**config.mk**
```make
export PLATFORM = sky130hd
export DESIGN_NAME = crr_core_regs
export DESIGN_NICKNAME = d
export VERILOG_FILES = /design/src/rtl/crr_pkg.sv /design/src/rtl/crr_core_regs.sv
export SDC_FILE = /design/constraint.sdc
export NUM_CORES = 1
export LEC_CHECK = 0
export BUFFER_PORTS_ARGS = -buffer_cell sky130_fd_sc_hd__buf_4
export CAP_MARGIN = 30
export CORE_MARGIN = 2
export CORE_UTILIZATION = 25
export DETAILED_ROUTE_END_ITERATION = 10
export GPL_TIMING_DRIVEN = 0
export SLEW_MARGIN = 20
export SYNTH_ARGS = -nofsm -noshare
export SYNTH_HDL_FRONTEND = slang
export SYNTH_SLANG_ARGS = --single-unit
```
**constraint.sdc**
```tcl
create_clock -name ref_clk_i -period 6.6 [get_ports ref_clk_i]
set_clock_uncertainty 0.2 [all_clocks]
set_input_delay 0.33 -clock ref_clk_i [delete_from_list [all_inputs] [get_ports ref_clk_i]]
set_output_delay 0.33 -clock ref_clk_i [all_outputs]
set_load 0.01 [all_outputs]
```
**src/rtl/crr_pkg.sv**
```systemverilog
// package of constants and types for the cpu core register set
package crr_pkg;

	// ---------------------------------------------------------------
	// flag word bit positions
	// ---------------------------------------------------------------
	localparam int FLAG_C = 0; // carry / borrow
	localparam int FLAG_Z = 1; // zero
	localparam int FLAG_N = 2; // negative
	localparam int FLAG_I0 = 3; // priority_bit_lo
	localparam int FLAG_H = 4; // half carry
	localparam int FLAG_I1 = 5; // priority_bit_hi

	// ---------------------------------------------------------------
	// reset values and fixed patterns
	// ---------------------------------------------------------------
	localparam logic [7:0] FLAG_RESET = 8'he8; // 111x1xxx with x taken as 0
	localparam logic [7:0] FLAG_FIXED = 8'hc0; // bits 7:6 always one
	localparam logic [7:0] SP_HIGH = 8'h01; // forced upper byte of stack_ptr
	localparam logic [7:0] SP_LOW_RESET = 8'hff; // top of stack
	localparam logic [15:0] SP_RESET = 16'h01ff; // full stack_ptr after reset
	localparam logic [15:0] IP_RESET = 16'h0000; // instr_pointer after reset
	localparam logic [7:0] DATA_RESET = 8'h00; // accumulator and index registers

	// ---------------------------------------------------------------
	// software priority codes, {priority_bit_hi, priority_bit_lo}
	// ---------------------------------------------------------------
	localparam logic [1:0] PRIO_LEVEL0 = 2'b10; // main
	localparam logic [1:0] PRIO_LEVEL1 = 2'b01;
	localparam logic [1:0] PRIO_LEVEL2 = 2'b00;
	localparam logic [1:0] PRIO_LEVEL3 = 2'b11; // interrupts disabled

	// ---------------------------------------------------------------
	// stack frame slots, in push order
	// ---------------------------------------------------------------
	localparam logic [2:0] SLOT_PCL = 3'h0;
	localparam logic [2:0] SLOT_PCH = 3'h1;
	localparam logic [2:0] SLOT_X = 3'h2;
	localparam logic [2:0] SLOT_A = 3'h3;
	localparam logic [2:0] SLOT_CC = 3'h4;
	localparam logic [2:0] SLOT_Y = 3'h5;

	// micro operations issued by the instruction sequencer
	typedef enum logic [4:0] {
		OP_NOP, OP_LOAD, OP_ADD, OP_ADC, OP_SUB, OP_SBC, OP_AND, OP_OR, OP_XOR,
		OP_SHL, OP_SHR, OP_ROL, OP_ROR, OP_BTJ, OP_SCF, OP_RCF, OP_RIM, OP_SIM,
		OP_WAIT, OP_FLAG_BIT, OP_PUSH, OP_POP, OP_RSP, OP_LD_S, OP_JUMP, OP_STEP,
		OP_CALL, OP_RET, OP_IRQ, OP_IRQ_RETURN_OP
	} crr_op_e;

	// register selector for load, push and pop
	typedef enum logic [1:0] {SEL_A, SEL_X, SEL_Y, SEL_CC} crr_sel_e;

	// sequencer states
	typedef enum logic [1:0] {ST_IDLE, ST_PUSH, ST_POP} crr_state_e;

endpackage

```
**src/rtl/crr_core_regs.sv**
```systemverilog
// cpu core register set: accumulator, index registers, pointers, flag word
`timescale 1ns/1ps
module crr_core_regs
	import crr_pkg::*;
(
	// clock and reset
	input wire logic ref_clk_i,
	input wire logic rst_i,
	// operation port from the instruction sequencer
	input wire logic op_valid_i,
	input wire crr_op_e op_code_i,
	input wire crr_sel_e op_sel_i,
	input wire logic [2:0] op_bit_i,
	input wire logic [7:0] op_data_i,
	input wire logic [15:0] op_addr_i,
	input wire logic [1:0] irq_level_i,
	// stack memory port
	output logic [15:0] stk_addr_o,
	output logic [7:0] stk_wdata_o,
	output logic stk_we_o,
	output logic stk_re_o,
	input wire logic [7:0] stk_rdata_i,
	// register contents and status
	output logic [7:0] acc_o,
	output logic [7:0] idx_x_o,
	output logic [7:0] idx_y_o,
	output logic [15:0] instr_pointer_o,
	output logic [7:0] flag_word_o,
	output logic [15:0] stack_ptr_o,
	output logic busy_o
);
	// ---------------------------------------------------------------
	// state record
	// ---------------------------------------------------------------
	typedef struct packed {
		logic [7:0] acc; // accumulator
		logic [7:0] idx_x; // first index register
		logic [7:0] idx_y; // second index register
		logic [15:0] ip; // instr_pointer
		logic [15:0] tgt; // jump target after a push sequence
		logic [7:0] flags; // flag_word
		logic [7:0] sp_low; // stack_ptr low byte
		crr_state_e st; // sequencer state
		logic [2:0] slot; // current frame slot
		logic [2:0] last; // final frame slot
		logic fin_ip; // load ip from tgt when pushing ends
		logic fin_prio; // load priority when pushing ends
		logic [1:0] prio; // latched interrupt level
		logic [15:0] stk_addr; // stack memory address
		logic [7:0] stk_wdata; // stack write byte
		logic stk_we; // stack write strobe
		logic stk_re; // stack read strobe
		logic busy; // sequence running
	} crr_regs_s;
	crr_regs_s r_reg; // registered state
	crr_regs_s r_next; // next state
	logic accept; // operation taken this cycle
	logic push_now; // write one byte this cycle
	logic pop_now; // read one byte this cycle
	logic [2:0] slot_go; // slot moved this cycle
	logic [9:0] alu; // {half, carry, result}
	// ---------------------------------------------------------------
	// helper functions
	// ---------------------------------------------------------------
	// force the fixed flag bits
	function automatic logic [7:0] fix_flags(input logic [7:0] v);
		fix_flags = v | FLAG_FIXED;
	endfunction
	// negative and zero of a result, as {n, z}
	function automatic logic [1:0] nz_of(input logic [7:0] v);
		nz_of = {v[7], v == 8'h00};
	endfunction
	// selector to frame slot
	function automatic logic [2:0] sel_slot(input crr_sel_e s);
		case (s)
			SEL_A: sel_slot = SLOT_A;
			SEL_X: sel_slot = SLOT_X;
			SEL_Y: sel_slot = SLOT_Y;
			default: sel_slot = SLOT_CC;
		endcase
	endfunction
	// byte pushed for a slot
	function automatic logic [7:0] slot_byte(input crr_regs_s s, input logic [2:0] k);
		case (k)
			SLOT_PCL: slot_byte = s.ip[7:0];
			SLOT_PCH: slot_byte = s.ip[15:8];
			SLOT_X: slot_byte = s.idx_x;
			SLOT_A: slot_byte = s.acc;
			SLOT_CC: slot_byte = s.flags;
			default: slot_byte = s.idx_y;
		endcase
	endfunction
	// arithmetic, logic and shift unit on the accumulator
	function automatic logic [9:0] alu_calc(input crr_op_e op, input logic [7:0] a,
		input logic [7:0] b, input logic cin);
		logic [8:0] sum;
		sum = 9'h000;
		case (op)
			OP_ADD, OP_ADC: begin
				sum = {1'b0, a} + {1'b0, b} + {8'h00, cin & (op == OP_ADC)};
				alu_calc = {sum[4] ^ a[4] ^ b[4], sum}; // carry out of bit 3
			end
			OP_SUB, OP_SBC: begin
				sum = {1'b0, a} - {1'b0, b} - {8'h00, cin & (op == OP_SBC)};
				alu_calc = {1'b0, sum}; // borrow lands in the carry
			end
			OP_AND: alu_calc = {1'b0, cin, a & b};
			OP_OR: alu_calc = {1'b0, cin, a | b};
			OP_XOR: alu_calc = {1'b0, cin, a ^ b};
			OP_SHL: alu_calc = {1'b0, a[7], a[6:0], 1'b0};
			OP_SHR: alu_calc = {1'b0, a[0], 1'b0, a[7:1]};
			OP_ROL: alu_calc = {1'b0, a[7], a[6:0], cin};
			OP_ROR: alu_calc = {1'b0, a[0], cin, a[7:1]};
			default: alu_calc = {1'b0, cin, a};
		endcase
	endfunction
	// ---------------------------------------------------------------
	// next state
	// ---------------------------------------------------------------
	// new operations only while idle; no memory-mapped access exists
	assign accept = op_valid_i && (r_reg.st == ST_IDLE);
	assign alu = alu_calc(op_code_i, r_reg.acc, op_data_i, r_reg.flags[FLAG_C]);
	// decode, sequence and stack pointer arithmetic
	always_comb begin
		r_next = r_reg;
		{r_next.stk_we, r_next.stk_re} = 2'b00; // strobes last one cycle
		{push_now, pop_now} = 2'b00;
		slot_go = r_reg.slot;
		case (r_reg.st)
			ST_IDLE: begin
				if (accept) begin
					case (op_code_i)
						// data move into a register
						OP_LOAD: begin
							case (op_sel_i)
								SEL_A: r_next.acc = op_data_i;
								SEL_X: r_next.idx_x = op_data_i;
								SEL_Y: r_next.idx_y = op_data_i;
								default: r_next.flags = fix_flags(op_data_i);
							endcase
							if (op_sel_i != SEL_CC) begin
								{r_next.flags[FLAG_N], r_next.flags[FLAG_Z]} = nz_of(op_data_i);
							end
						end
						// accumulator arithmetic and logic
						OP_ADD, OP_ADC, OP_SUB, OP_SBC, OP_AND, OP_OR, OP_XOR,
						OP_SHL, OP_SHR, OP_ROL, OP_ROR: begin
							r_next.acc = alu[7:0];
							{r_next.flags[FLAG_N], r_next.flags[FLAG_Z]} = nz_of(alu[7:0]);
							r_next.flags[FLAG_C] = alu[8];
							if (op_code_i == OP_ADD || op_code_i == OP_ADC) r_next.flags[FLAG_H] = alu[9];
						end
						// bit test copies the tested bit into carry
						OP_BTJ: r_next.flags[FLAG_C] = op_data_i[op_bit_i];
						OP_SCF: r_next.flags[FLAG_C] = 1'b1;
						OP_RCF: r_next.flags[FLAG_C] = 1'b0;
						// priority changes by instruction
						OP_RIM, OP_WAIT: {r_next.flags[FLAG_I1], r_next.flags[FLAG_I0]} = PRIO_LEVEL0;
						OP_SIM: {r_next.flags[FLAG_I1], r_next.flags[FLAG_I0]} = PRIO_LEVEL3;
						// single flag bit control
						OP_FLAG_BIT: begin
							r_next.flags[op_bit_i] = op_data_i[0];
							r_next.flags = fix_flags(r_next.flags);
						end
						// single byte push or pop
						OP_PUSH: begin
							push_now = 1'b1;
							slot_go = sel_slot(op_sel_i);
							r_next.last = slot_go;
							r_next.fin_ip = 1'b0;
							r_next.fin_prio = 1'b0;
						end
						OP_POP: begin
							pop_now = 1'b1;
							slot_go = sel_slot(op_sel_i);
							r_next.last = slot_go;
						end
						OP_RSP: r_next.sp_low = SP_LOW_RESET;
						OP_LD_S: r_next.sp_low = op_data_i;
						OP_JUMP: r_next.ip = op_addr_i;
						OP_STEP: r_next.ip = r_reg.ip + {8'h00, op_data_i};
						// call: two return bytes then jump
						OP_CALL: begin
							push_now = 1'b1;
							slot_go = SLOT_PCL;
							r_next.last = SLOT_PCH;
							r_next.tgt = op_addr_i;
							r_next.fin_ip = 1'b1;
							r_next.fin_prio = 1'b0;
						end
						OP_RET: begin
							pop_now = 1'b1;
							slot_go = SLOT_PCH;
							r_next.last = SLOT_PCL;
						end
						// interrupt entry: five byte frame, y left alone
						OP_IRQ: begin
							push_now = 1'b1;
							slot_go = SLOT_PCL;
							r_next.last = SLOT_CC;
							r_next.tgt = op_addr_i;
							r_next.prio = irq_level_i;
							r_next.fin_ip = 1'b1;
							r_next.fin_prio = 1'b1;
						end
						OP_IRQ_RETURN_OP: begin
							pop_now = 1'b1;
							slot_go = SLOT_CC;
							r_next.last = SLOT_PCL;
						end
						default: r_next = r_next;
					endcase
				end
			end
			ST_PUSH: push_now = 1'b1; // continue a push sequence
			// capture the byte read this cycle, then read the next
			ST_POP: begin
				case (r_reg.slot)
					SLOT_PCL: r_next.ip[7:0] = stk_rdata_i;
					SLOT_PCH: r_next.ip[15:8] = stk_rdata_i;
					SLOT_X: r_next.idx_x = stk_rdata_i;
					SLOT_A: r_next.acc = stk_rdata_i;
					SLOT_CC: r_next.flags = fix_flags(stk_rdata_i);
					default: r_next.idx_y = stk_rdata_i;
				endcase
				r_next.st = ST_IDLE;
				if (r_reg.slot != r_reg.last) begin
					pop_now = 1'b1;
					slot_go = r_reg.slot - 3'h1;
				end
			end
			default: r_next.st = ST_IDLE;
		endcase
		// write at the free location, then step down with wrap
		if (push_now) begin
			r_next.stk_we = 1'b1;
			r_next.stk_addr = {SP_HIGH, r_reg.sp_low};
			r_next.stk_wdata = slot_byte(r_reg, slot_go);
			r_next.sp_low = r_reg.sp_low - 8'h01;
			if (slot_go == r_next.last) begin
				r_next.st = ST_IDLE;
				if (r_next.fin_ip) r_next.ip = r_next.tgt;
				if (r_next.fin_prio) {r_next.flags[FLAG_I1], r_next.flags[FLAG_I0]} = r_next.prio;
			end else begin
				r_next.slot = slot_go + 3'h1;
				r_next.st = ST_PUSH;
			end
		end
		// step up with wrap, then read
		if (pop_now) begin
			r_next.stk_re = 1'b1;
			r_next.sp_low = r_reg.sp_low + 8'h01;
			r_next.stk_addr = {SP_HIGH, r_reg.sp_low + 8'h01};
			r_next.slot = slot_go;
			r_next.st = ST_POP;
		end
		r_next.busy = (r_next.st != ST_IDLE);
	end
	// state register, synchronous reset to the values after reset
	always_ff @(posedge ref_clk_i) begin
		if (rst_i) begin
			r_reg <= '{acc: DATA_RESET, idx_x: DATA_RESET, idx_y: DATA_RESET, ip: IP_RESET,
				flags: FLAG_RESET, sp_low: SP_LOW_RESET, st: ST_IDLE, default: '0};
		end else begin
			r_reg <= r_next;
		end
	end
	// outputs straight from the state register
	assign stk_addr_o = r_reg.stk_addr;
	assign stk_wdata_o = r_reg.stk_wdata;
	assign stk_we_o = r_reg.stk_we;
	assign stk_re_o = r_reg.stk_re;
	assign acc_o = r_reg.acc;
	assign idx_x_o = r_reg.idx_x;
	assign idx_y_o = r_reg.idx_y;
	assign instr_pointer_o = r_reg.ip;
	assign flag_word_o = r_reg.flags;
	assign stack_ptr_o = {SP_HIGH, r_reg.sp_low};
	assign busy_o = r_reg.busy;
endmodule

```
==> results.tsv, run 1 <==
metric	value	unit
status	complete, no violations	
Max Fclk	0.230	GHz
Nets	1432	
row cnt	69	
core area	0.0357	sq mm
Post-Route WL	37500	um
area of the mapped netlist	0.00910	sq mm
# DRC	0	
post-synthesis mux area share	7.00	%
max reg flops	28	
Initial Utilization	25.5	%
Routed Antenna Nets	0	
Inst Count DP	1779	
clk root buf	clkbuf_16	
I/O Pins	138	
clk slew on worst S/H paths	80	ps
Synth Area in XOR/XNOR	2.70	%
worst-margin pin slew	1040	ps
Max transition margin	29.9	%
final setup margin	2260	ps
pre-CTS setup slack	2000	ps
TritonCTS clock tree	yes	
Post-CTS Setup Bufs	0	
final setup violation count	0	
layout cells sized above 1	21.0	%
CP Launch Type	input port	
Leakage	4.53	nW
Compound-Gate Fraction of Synth Area	26.9	%
WHS	38.8	ps
max incr delay on CP	620	ps
CP Max Fanout	10	
post-detail-place hpwl	29600	um
fin crit period	4340	ps
CP most frequent cell	buf_2	
DRT iter0 DRCs	1270	
Worst VDD drop	0.113	mV
Antenna diodes	0	
Post-synth EDFFs	0	
Synth cell types	80	
critical path type	in -> reg	
Die Y-Extent	195	um
Die Footprint	0.0379	sq mm
largest family of logic cells by synthesized area	compound AO/OA/AOI/OAI gates	
Cells after Synth	1187	
GPL Wtd Cong	0.977	
count of final hold-check violations	0	
Hold Buf Count CTS	0	
cells along the critical path	buf_2 -> buf_2 -> nor2b_1 -> nand4_1 -> fa_1 -> inv_1 -> ha_1 -> o21ai_0 -> a211oi_1 -> a21oi_1 -> nor4b_1 -> nor4_1 -> o211ai_1 -> a2111oi_0 -> o211a_1	
Post-Synth Adder-Cell Area	7.98	%
CP Capture Type	flop	
Power Dens Cells	162	mW/mm^2
post-cts resize count	0	
Avg Vias per Cell	5.45	
synthesis-to-finish area growth	20.1	%
first-pass GRT wire length	56300	um
fin crit share	65.8	%
Crit-path slowest cell	a2111oi_0	
fin. max-slew vios	0	
GRT Util Overall	19.3	%
WP data arrival	4460	ps
routed len/inst	20.9	um
non-filler instance count after layout	1796	
Final Cell Area	0.0109	sq mm
Clock Sinks	103	
Skew-Pair Late Insertion Delay	370	ps
H-Tree Depth	3	
RSZ-0062 raised after global routing	false	
max cap viols	0	
simple-gate share of the synthesized area	20.2	%
vias in the first global route	9343	
Max clock buf depth	2	
initial antenna violation count	0	
Hold Path Class	in -> reg	
register area share after synthesis	22.7	%
largest net degree at the start of global routing	19	
syn_area_per_cell	7.67	sq um
number of port buffers	118	
Data required, critical path	6720	ps
Synth Flop Type	dfxtp_1	
DR vias	9789	
die width	195	um
FFs w/ async S/R, synth	0	%
setup TNS	0	ps
Pre-antenna DRT Iters	7	
CTS buffer count	9	
grt ovf	0	
dpl cell area	0.0106	sq mm
#FFs+latches synth	103	
Synth warnings	0	
[power by group]
| part | total, W | internal, W | switching, W | leakage [nW] |
|---|---|---|---|---|
| clock network | 0.000585 | 0.000312 | 0.000273 | 0.153 |
| registers | 0.000679 | 0.000642 | 0.0000372 | 0.835 |
| logic | 0.000503 | 0.000204 | 0.000299 | 3.54 |
[Yosys cell counts, types with 10 or more instances]
cell | count | area (sq um)
nor2_1 | 135 | 507
dfxtp_1 | 103 | 2060
nand2_1 | 92 | 345
buf_4 | 89 | 668
a21oi_1 | 66 | 330
o21ai_0 | 66 | 330
clkbuf_1 | 59 | 221
ha_1 | 50 | 626
inv_1 | 39 | 146
nor3_1 | 37 | 185
a211oi_1 | 36 | 270
mux2i_1 | 28 | 280
nand3_1 | 28 | 140
o211ai_1 | 21 | 158
a22oi_1 | 20 | 150
xnor2_1 | 18 | 158
mux2_2 | 17 | 191
a31oi_1 | 16 | 100
a22o_1 | 15 | 131
nor2b_1 | 15 | 93.8
a221oi_1 | 12 | 105
buf_2 | 12 | 60.1
a311oi_1 | 11 | 96.3
nor4_1 | 11 | 68.8
a221o_1 | 10 | 100
xor2_1 | 10 | 87.6
[cell families (layout without fill, tap and decap cells)]
kind of cell               after synthesis  count (layout)
and+or+nand+nor                        385             385
AOI/OAI and AO/OA                      352             352
buffers and inverters                  207             342
DFF                                    103             103
adders and majority gates               55              55
muxes                                   55              55
xor gates and xnor gates                28              28
other                                    2              15
[stage by stage]
stage	total power, W	util (%)
after detailed placement	0.00119	29.7
final	0.00177	30.6
after global placement	0.00118	29.7
after CTS	0.00177	30.6
after global routing	0.00185	30.6
after floorplan	0.00100	-
[worst paths after layout]
check / start / to / slack (ps) / depth (start not counted)
setup / recovery: op_code_i[1] / flag_word_o[1] / 2260 / 15
hold / removal: irq_level_i[1] / r_reg[28] / 40 / 3
setup reg to reg: flag_word_o[0] / flag_word_o[1] / 2380 / 12
hold reg to reg: stk_addr_o[6] / stk_addr_o[6] / 260 / 2
[critical path: cells and delay by family]
kind | cells | cell delay (ps)
AOI/OAI and AO/OA | 6 | 1930
and+or+nand+nor | 4 | 1090
adders and majority gates | 2 | 710
buffers and inverters | 3 | 390
[placed cells by master (no fill, tap or decap), drive strengths merged, types with 41 or more instances in the layout]
cell	Yosys	routed
clkbuf	59	70
o21ai	68	68
a21oi	67	67
buf	106	224
dfxtp	103	103
ha	50	50
nand2	92	92
nor2	136	136
inv	39	41
[area by class of cell]
class,instances,area [sq um]
fillers,3904,24800
well taps,461,577
inverters,42,158
clock buffers,10,239
multi-input cells,890,5950
clock inverters,6,77.6
repair buffers,119,891
plain buffers,165,980
flip-flops and latches,103,2060
[layer usage]
metal | vias to the layer above | routed length, um | track usage [%]
met5 | - | 0 | 0
li1 | 4541 | - | -
met1 | 4634 | 16400 | 26.1
met3 | 84 | 3180 | 3.16
met4 | 0 | 1270 | 7.46
met2 | 530 | 16700 | 30.6
Power figures use the tool's default switching activity.
==> run 2, diff against run 1 <==
Clock period 6.6 ns to 3.6 ns, I/O delays scaled along.
==> run 2 against run 1 <==
Effect of this change: global-route usage is 0.074 points higher; sequential power is 84% higher; non-clock buffer count is 27 higher; sequential share of layout area is 0.58 points lower; first-iteration DRC count is 3.2% lower; setup slack worse by 2100 ps; clock power is 83% higher; power is 86% higher; critical endpoint unchanged; combinational power is 93% higher.
==> results.tsv, run 2 (synthesis results as in run 1) <==
metric	value	unit	change
status	complete, no violations		unchanged
DR vias	9922		was 9,789
Power Dens Cells	290	mW/mm^2	was 162 mW/mm^2
Die Y-Extent	195	um	unchanged
CTS buffer count	9		unchanged
Skew-Pair Late Insertion Delay	370	ps	about the same
internal power	0.00215	W	was 0.00116 W
setup TNS	0	ps	unchanged
critical path type	reg -> reg		was in -> reg
core area	0.0357	sq mm	unchanged
GR peak layer	met2		unchanged
CP most frequent cell	inv_1		was buf_2
I/O Pins	138		unchanged
final setup violation count	0		unchanged
Net Sw Power	0.00113	W	was 0.000609 W
R2R Setup Slk	120	ps	was 2380 ps
row cnt	69		unchanged
non-filler instance count after layout	1824		was 1,796
routed len/inst	20.8	um	was 20.9 um
first-pass GRT wire length	56600	um	was 56,300 um
Max Fclk	0.288	GHz	
clk root buf	clkbuf_16		unchanged
post-detail-place hpwl	29600	um	unchanged
WHS	31.7	ps	was 38.8 ps
commonest non-fill, non-tap cell in the layout	buf_4		unchanged
Sw Share	34.4	%	was 34.5%
largest net degree at the start of global routing	19		unchanged
clock power share	32.5	%	was 33.1%
initial antenna violation count	0		unchanged
WP data arrival	3590	ps	was 4460 ps
Hold Path End	acc_o[5]		was r_reg[28]
Logic pwr share	29.6	%	was 28.5%
count of final hold-check violations	0		unchanged
Buf+Inv Stages, Crit Path	2		was 3
Avg Vias per Cell	5.44		was 5.45
Post-Route WL	37900	um	was 37,500 um
Reg2Reg Launch Point	flag_word_o[0]		unchanged
GRT Util Overall	19.4	%	was 19.3%
Initial Utilization	25.5	%	unchanged
Clock Sinks	103		unchanged
max incr delay on CP	430	ps	was 620 ps
R2R cell count	12		unchanged
worst-margin pin slew	1040	ps	about the same
vias in the first global route	9441		was 9,343
fin crit period	3480	ps	
worst hold start	stk_rdata_i[5]		was irq_level_i[1]
CP Launch Type	flop		was input port
Leakage	4.68	nW	was 4.53 nW
max cap viols	0		unchanged
cells along the critical path	inv_1 -> nor4b_4 -> fa_2 -> inv_1 -> fa_1 -> nand2b_1 -> a21oi_2 -> nor2_1 -> a211o_1 -> o21a_1 -> a2111oi_4 -> o211a_1		was buf_2 -> buf_2 -> nor2b_1 -> nand4_1 -> fa_1 -> inv_1 -> ha_1 -> o21ai_0 -> a211oi_1 -> a21oi_1 -> nor4b_1 -> nor4_1 -> o211ai_1 -> a2111oi_0 -> o211a_1
layout cells sized above 1	22.8	%	was 21.0%
hold path cells	3		unchanged
synthesis-to-finish area growth	24.5	%	was 20.1%
Worst VDD drop	0.208	mV	was 0.113 mV
die width	195	um	unchanged
final setup margin	124	ps	was 2260 ps
H-Tree Depth	3		unchanged
clk slew on worst S/H paths	80	ps	about the same
Pre-antenna DRT Iters	6		was 7
pre-CTS setup slack	-846	ps	was 2000 ps
TritonCTS clock tree	yes		unchanged
met2 usage	30.9	%	was 30.6%
worst reg2reg endpoint	flag_word_o[1]		unchanged
max reg flops	28		unchanged
grt ovf	0		unchanged
Nets	1459		was 1,432
number of port buffers	118		unchanged
Crit-path slowest cell	dfxtp_4		was a2111oi_0
met3 usage	3.35	%	was 3.16%
most frequent cells in the layout	buf_4 (215), nor2_1 (134), dfxtp_1 (98)		was buf_4 (207), nor2_1 (135), dfxtp_1 (103)
fin crit share	96.6	%	
Max clock buf depth	2		unchanged
fin. max-slew vios	0		unchanged
sequential power share	38.0	%	was 38.5%
DRT iter0 DRCs	1229		was 1,270
CP Max Fanout	7		was 10
Die Footprint	0.0379	sq mm	unchanged
Hold Path Class	in -> reg		unchanged
GPL Wtd Cong	0.977		unchanged
cell family with most CP delay	compound AO/OA/AOI/OAI gates		unchanged
# DRC	0		unchanged
routing usage on met1	25.8	%	was 26.1%
Data required, critical path	3710	ps	was 6720 ps
Max transition margin	30.0	%	was 29.9%
CP Capture Type	flop		unchanged
Routed Antenna Nets	0		unchanged
Inst Count DP	1779		unchanged
## run 2: area by class of cell
type	count	area, sq um
multi-input cells	890	6050
plain buffers	163	982
well taps	461	577
clock buffers	10	239
diodes	1	2.50
flip-flops and latches	103	2070
fillers	3870	24400
repair buffers	148	1160
inverters	42	163
clock inverters	6	77.6
## run 2: repair_timing
action                                  CTS  global route
endpoints found under the setup margin   13            16
buffers inserted                          0             7
pin swaps                                 0             8
endpoints found under the hold margin    23             0
hold buffers                             22             0
gates resized for setup                  14            25
## run 2: worst max-delay path by stage
stage,startpoint,endpoint,slack (ps),cells past startpoint
after floorplan,op_code_i[1],flag_word_o[1],240,14
after global placement,op_code_i[1],flag_word_o[1],-870,15
after detailed placement,op_code_i[1],flag_word_o[1],-850,15
after CTS,acc_o[1],acc_o[7],30,10
after global routing,acc_o[2],flag_word_o[1],-60,12
final,flag_word_o[0],flag_word_o[1],120,12
## run 2: power groups by stage
| stage | logic [W] | clock network, W | registers [W] |
|---|---|---|---|
| floorplan | 0.000598 | 0 | 0.00124 |
| global placement | 0.000897 | 0 | 0.00127 |
| detailed placement | 0.000903 | 0 | 0.00127 |
| CTS | 0.000932 | 0.00109 | 0.00125 |
| global route | 0.00105 | 0.00114 | 0.00125 |
| finish | 0.000972 | 0.00107 | 0.00125 |
## run 2: worst register-to-register path: cells and delay by family, from the launching register on
kind            cells  cell delay [ps]
compound gates      5             1300
flops               1              430
simple gates        3              610
buf+inv             2              200
fa+ha+maj           2              680
## run 2: stage by stage
stage               util [%]  instance area, sq um  total power, W
floorplan                  -                  9150         0.00183
global placement        29.7                 10600         0.00217
detailed placement      29.7                 10600         0.00217
CTS                     31.3                 11200         0.00326
global route            31.7                 11300         0.00344
finish                  31.7                 11300         0.00329
## run 2: routing by layer
metal  vias up  share of wire [%]
met3        86                8.7
met4         0                3.4
met5         -                  0
met2       534                 45
met1      4709                 43
li1       4593                  -
==> run 3, diff against run 2 <==
Settings changed: ABC_AREA set to 1, CTS_BUF_LIST set to sky130_fd_sc_hd__clkbuf_4.
==> run 3 against run 2 <==
Effect of this change: first-iteration DRC count shrank 21%; register-to-register slack gained 160 ps; maximum frequency is 4.7% higher; cell count grew 20%; critical endpoint is now stk_wdata_o[5]; largest power group unchanged.
==> results.tsv, run 3 <==
metric	value	unit	change
Area contributors post-synth	dfxtp_1 (22%), nand2_1 (14%), a21oi_1 (8.0%), inv_1 (7.4%), buf_4 (7.2%)		was dfxtp_1 (23%), buf_4 (7.3%), ha_1 (6.9%), nor2_1 (5.6%), nand2_1 (3.8%)
Synth Area in XOR/XNOR	1.49	%	was 2.70%
Clock Sinks	103		unchanged
post-synthesis mux area share	0.641	%	was 7.00%
clock power share	23.3	%	was 32.5%
Data required, critical path	3770	ps	was 3710 ps
final setup violation count	0		unchanged
Tot Pwr	0.00282	W	was 0.00329 W
area of the mapped netlist	0.00938	sq mm	was 0.00910 sq mm
Sw Share	37.8	%	was 34.4%
Post-Synth Adder-Cell Area	7.74	%	was 7.98%
DRT iter0 DRCs	967		was 1,229
commonest non-fill, non-tap cell in the layout	nand2_1		was buf_4
syn_area_per_cell	6.06	sq um	was 7.67 sq um
cell accounting for the most synthesized area	dfxtp_1		unchanged
row cnt	70		was 69
most frequent cells in the layout	nand2_1 (346), buf_4 (211), inv_1 (185)		was buf_4 (215), nor2_1 (134), dfxtp_1 (98)
setup TNS	0	ps	unchanged
internal power	0.00175	W	was 0.00215 W
# DRC	0		unchanged
clk slew on worst S/H paths	180	ps	was 80 ps
grt ovf	0		unchanged
Die Y-Extent	198	um	was 195 um
Net Sw Power	0.00107	W	was 0.00113 W
Reg2Reg Launch Point	r_reg[38]		was flag_word_o[0]
CP Launch Type	flop		unchanged
first-pass GRT wire length	57300	um	was 56,600 um
fin. max-slew vios	0		unchanged
Hold Path Class	in -> reg		unchanged
Avg Vias per Cell	4.87		was 5.44
Pre-antenna DRT Iters	6		unchanged
filler cell count	4116		was 3,870
Compound-Gate Fraction of Synth Area	19.7	%	was 26.9%
FFs w/ async S/R, synth	0	%	unchanged
Skew-Pair Late Insertion Delay	520	ps	was 370 ps
CTS buffer count	9		unchanged
largest net degree at the start of global routing	17		was 19
Cells after Synth	1546		was 1,187
CP Capture Type	flop		unchanged
I/O Pins	138		unchanged
top-count cell post-synth	nand2_1		was nor2_1
fin crit share	92.2	%	was 96.6%
Worst VDD drop	0.179	mV	was 0.208 mV
Synth warnings	0		unchanged
Logic pwr share	32.9	%	was 29.6%
Post-Route WL	37600	um	was 37,900 um
max cap viols	0		unchanged
worst hold start	op_data_i[0]		was stk_rdata_i[5]
Max clock buf depth	2		unchanged
routed len/inst	17.1	um	was 20.8 um
#FFs+latches synth	103		unchanged
largest family of logic cells by synthesized area	simple AND/OR/NAND/NOR gates		was compound AO/OA/AOI/OAI gates
layout cells sized above 1	16.3	%	was 22.8%
clk root buf	clkbuf_4		was clkbuf_16
Post-synth EDFFs	0		unchanged
most frequent cells after synthesis	nand2_1 (346), inv_1 (185), a21oi_1 (150)		was nor2_1 (135), dfxtp_1 (103), nand2_1 (92)
DR vias	10668		was 9,922
critical path type	reg -> reg		unchanged
Leakage	5.61	nW	was 4.68 nW
worst-margin pin slew	775	ps	was 1040 ps
WP data arrival	3490	ps	was 3590 ps
register area share after synthesis	22.0	%	was 22.7%
synthesis-to-finish area growth	21.0	%	was 24.5%
vias in the first global route	9943		was 9,441
Initial Utilization	25.5	%	about the same
crit path launch	r_reg[38]		was flag_word_o[0]
status	complete, no violations		unchanged
Die Footprint	0.0391	sq mm	was 0.0379 sq mm
H-Tree Depth	3		unchanged
sequential power share	43.8	%	was 38.0%
Synth Flop Type	dfxtp_1		unchanged
Max Fclk	0.301	GHz	was 0.288 GHz
simple-gate share of the synthesized area	30.9	%	was 20.2%
initial antenna violation count	2		was 0
count of final hold-check violations	0		unchanged
Routed Antenna Nets	0		unchanged
Nets	1821		was 1,459
GRT Util Overall	19.0	%	was 19.4%
Post-CTS Setup Bufs	0		unchanged
Synth cell types	46		was 80
number of port buffers	121		was 118
Max transition margin	48.0	%	was 30.0%
RSZ-0062 raised after global routing	false		
die width	198	um	was 195 um
fin crit period	3320	ps	was 3480 ps
max reg flops	28		unchanged
dpl cell area	0.0109	sq mm	was 0.0106 sq mm
Synth top area share	22.0	%	was 22.7%
Power Dens Cells	249	mW/mm^2	was 290 mW/mm^2
core area	0.0368	sq mm	was 0.0357 sq mm
GPL Wtd Cong	0.898		was 0.977
TritonCTS clock tree	yes		unchanged
post-detail-place hpwl	30500	um	was 29,600 um
Final Cell Area	0.0113	sq mm	about the same
CP Max Fanout	10		was 7
==> run 3: worst paths after layout <==
check / to / slack [ps] / depth (start not counted)
max: stk_wdata_o[5] / 280 / 17
min: acc_o[0] / 40 / 5
max reg2reg: stk_wdata_o[5] / 280 / 17
min reg2reg: stk_wdata_o[1] / 280 / 2
==> run 3: stage by stage <==
step | utilization [%] | setup WS (ps) | std cells | hold WS, ps
after floorplan | - | 835 | 1559 | 143
after global placement | 29.7 | 206 | 2148 | 259
after detailed placement | 29.7 | 157 | 2148 | 257
final | 30.8 | 281 | 2191 | 41.0
after CTS | 30.8 | 148 | 2191 | 9.35
after global routing | 30.8 | 54.4 | 2191 | 43.8
==> run 3: cells by family after synthesis <==
family | count (synthesis)
compound gates | 344
xor+xnor | 16
fa+ha+maj | 55
buf+inv | 340
flops | 103
mux | 6
other cells | 2
simple gates | 680
==> run 3: power groups by stage <==
stage / clock (W) / combinational, W / sequential, W
2_1_floorplan: 0 / 0.000589 / 0.00123
3_3_place_gp: 0 / 0.000880 / 0.00126
3_5_place_dp: 0 / 0.000886 / 0.00126
4_1_cts: 0.000672 / 0.000916 / 0.00123
5_1_grt: 0.000709 / 0.00103 / 0.00124
6_report: 0.000658 / 0.000926 / 0.00124
==> run 3: worst max-delay path, stage by stage (launching register included) <==
cell     delay, ps
dfxtp_1        380
inv_1          210
nand2_2        230
nor2_4         230
nand2_2        160
nand2_4        120
nand2_1         60
nand3_1        110
nand2_2        130
buf_2          230
ha_2           290
nor2_1         150
nand2_2         80
nor2_4         150
buf_4          190
a21oi_1         70
nand2_1        120
a21oi_1         60
==> run 3: final cells by class <==
cell class / count / area (sq um) / area share [%]
Multi-Input combinational cell: 1116 / 5730 / 50.5
Sequential cell: 103 / 2060 / 18.2
Clock inverter: 4 / 55.1 / 0.485
Inverter: 199 / 747 / 6.59
Buffer: 140 / 882 / 7.78
Antenna cell: 1 / 2.50 / 0.0221
Clock buffer: 10 / 75.1 / 0.662
Timing Repair Buffer: 150 / 1200 / 10.6
Tap cell: 468 / 586 / 5.16
==> run 3: routing by layer <==
layer,track usage (%),vias up,wire length (um)
met2,30.9,437,16900
met4,6.15,2,993
met5,0,-,11
li1,-,5294,-
met1,25.5,4878,16700
met3,3.24,57,2950
==> run 3: repair_timing <==
item | 4_1_cts | 5_1_grt
gates resized for setup | 0 | 4
setup endpoints to repair | 0 | 9
hold endpoints to repair | 50 | 0
hold buffers | 29 | 0
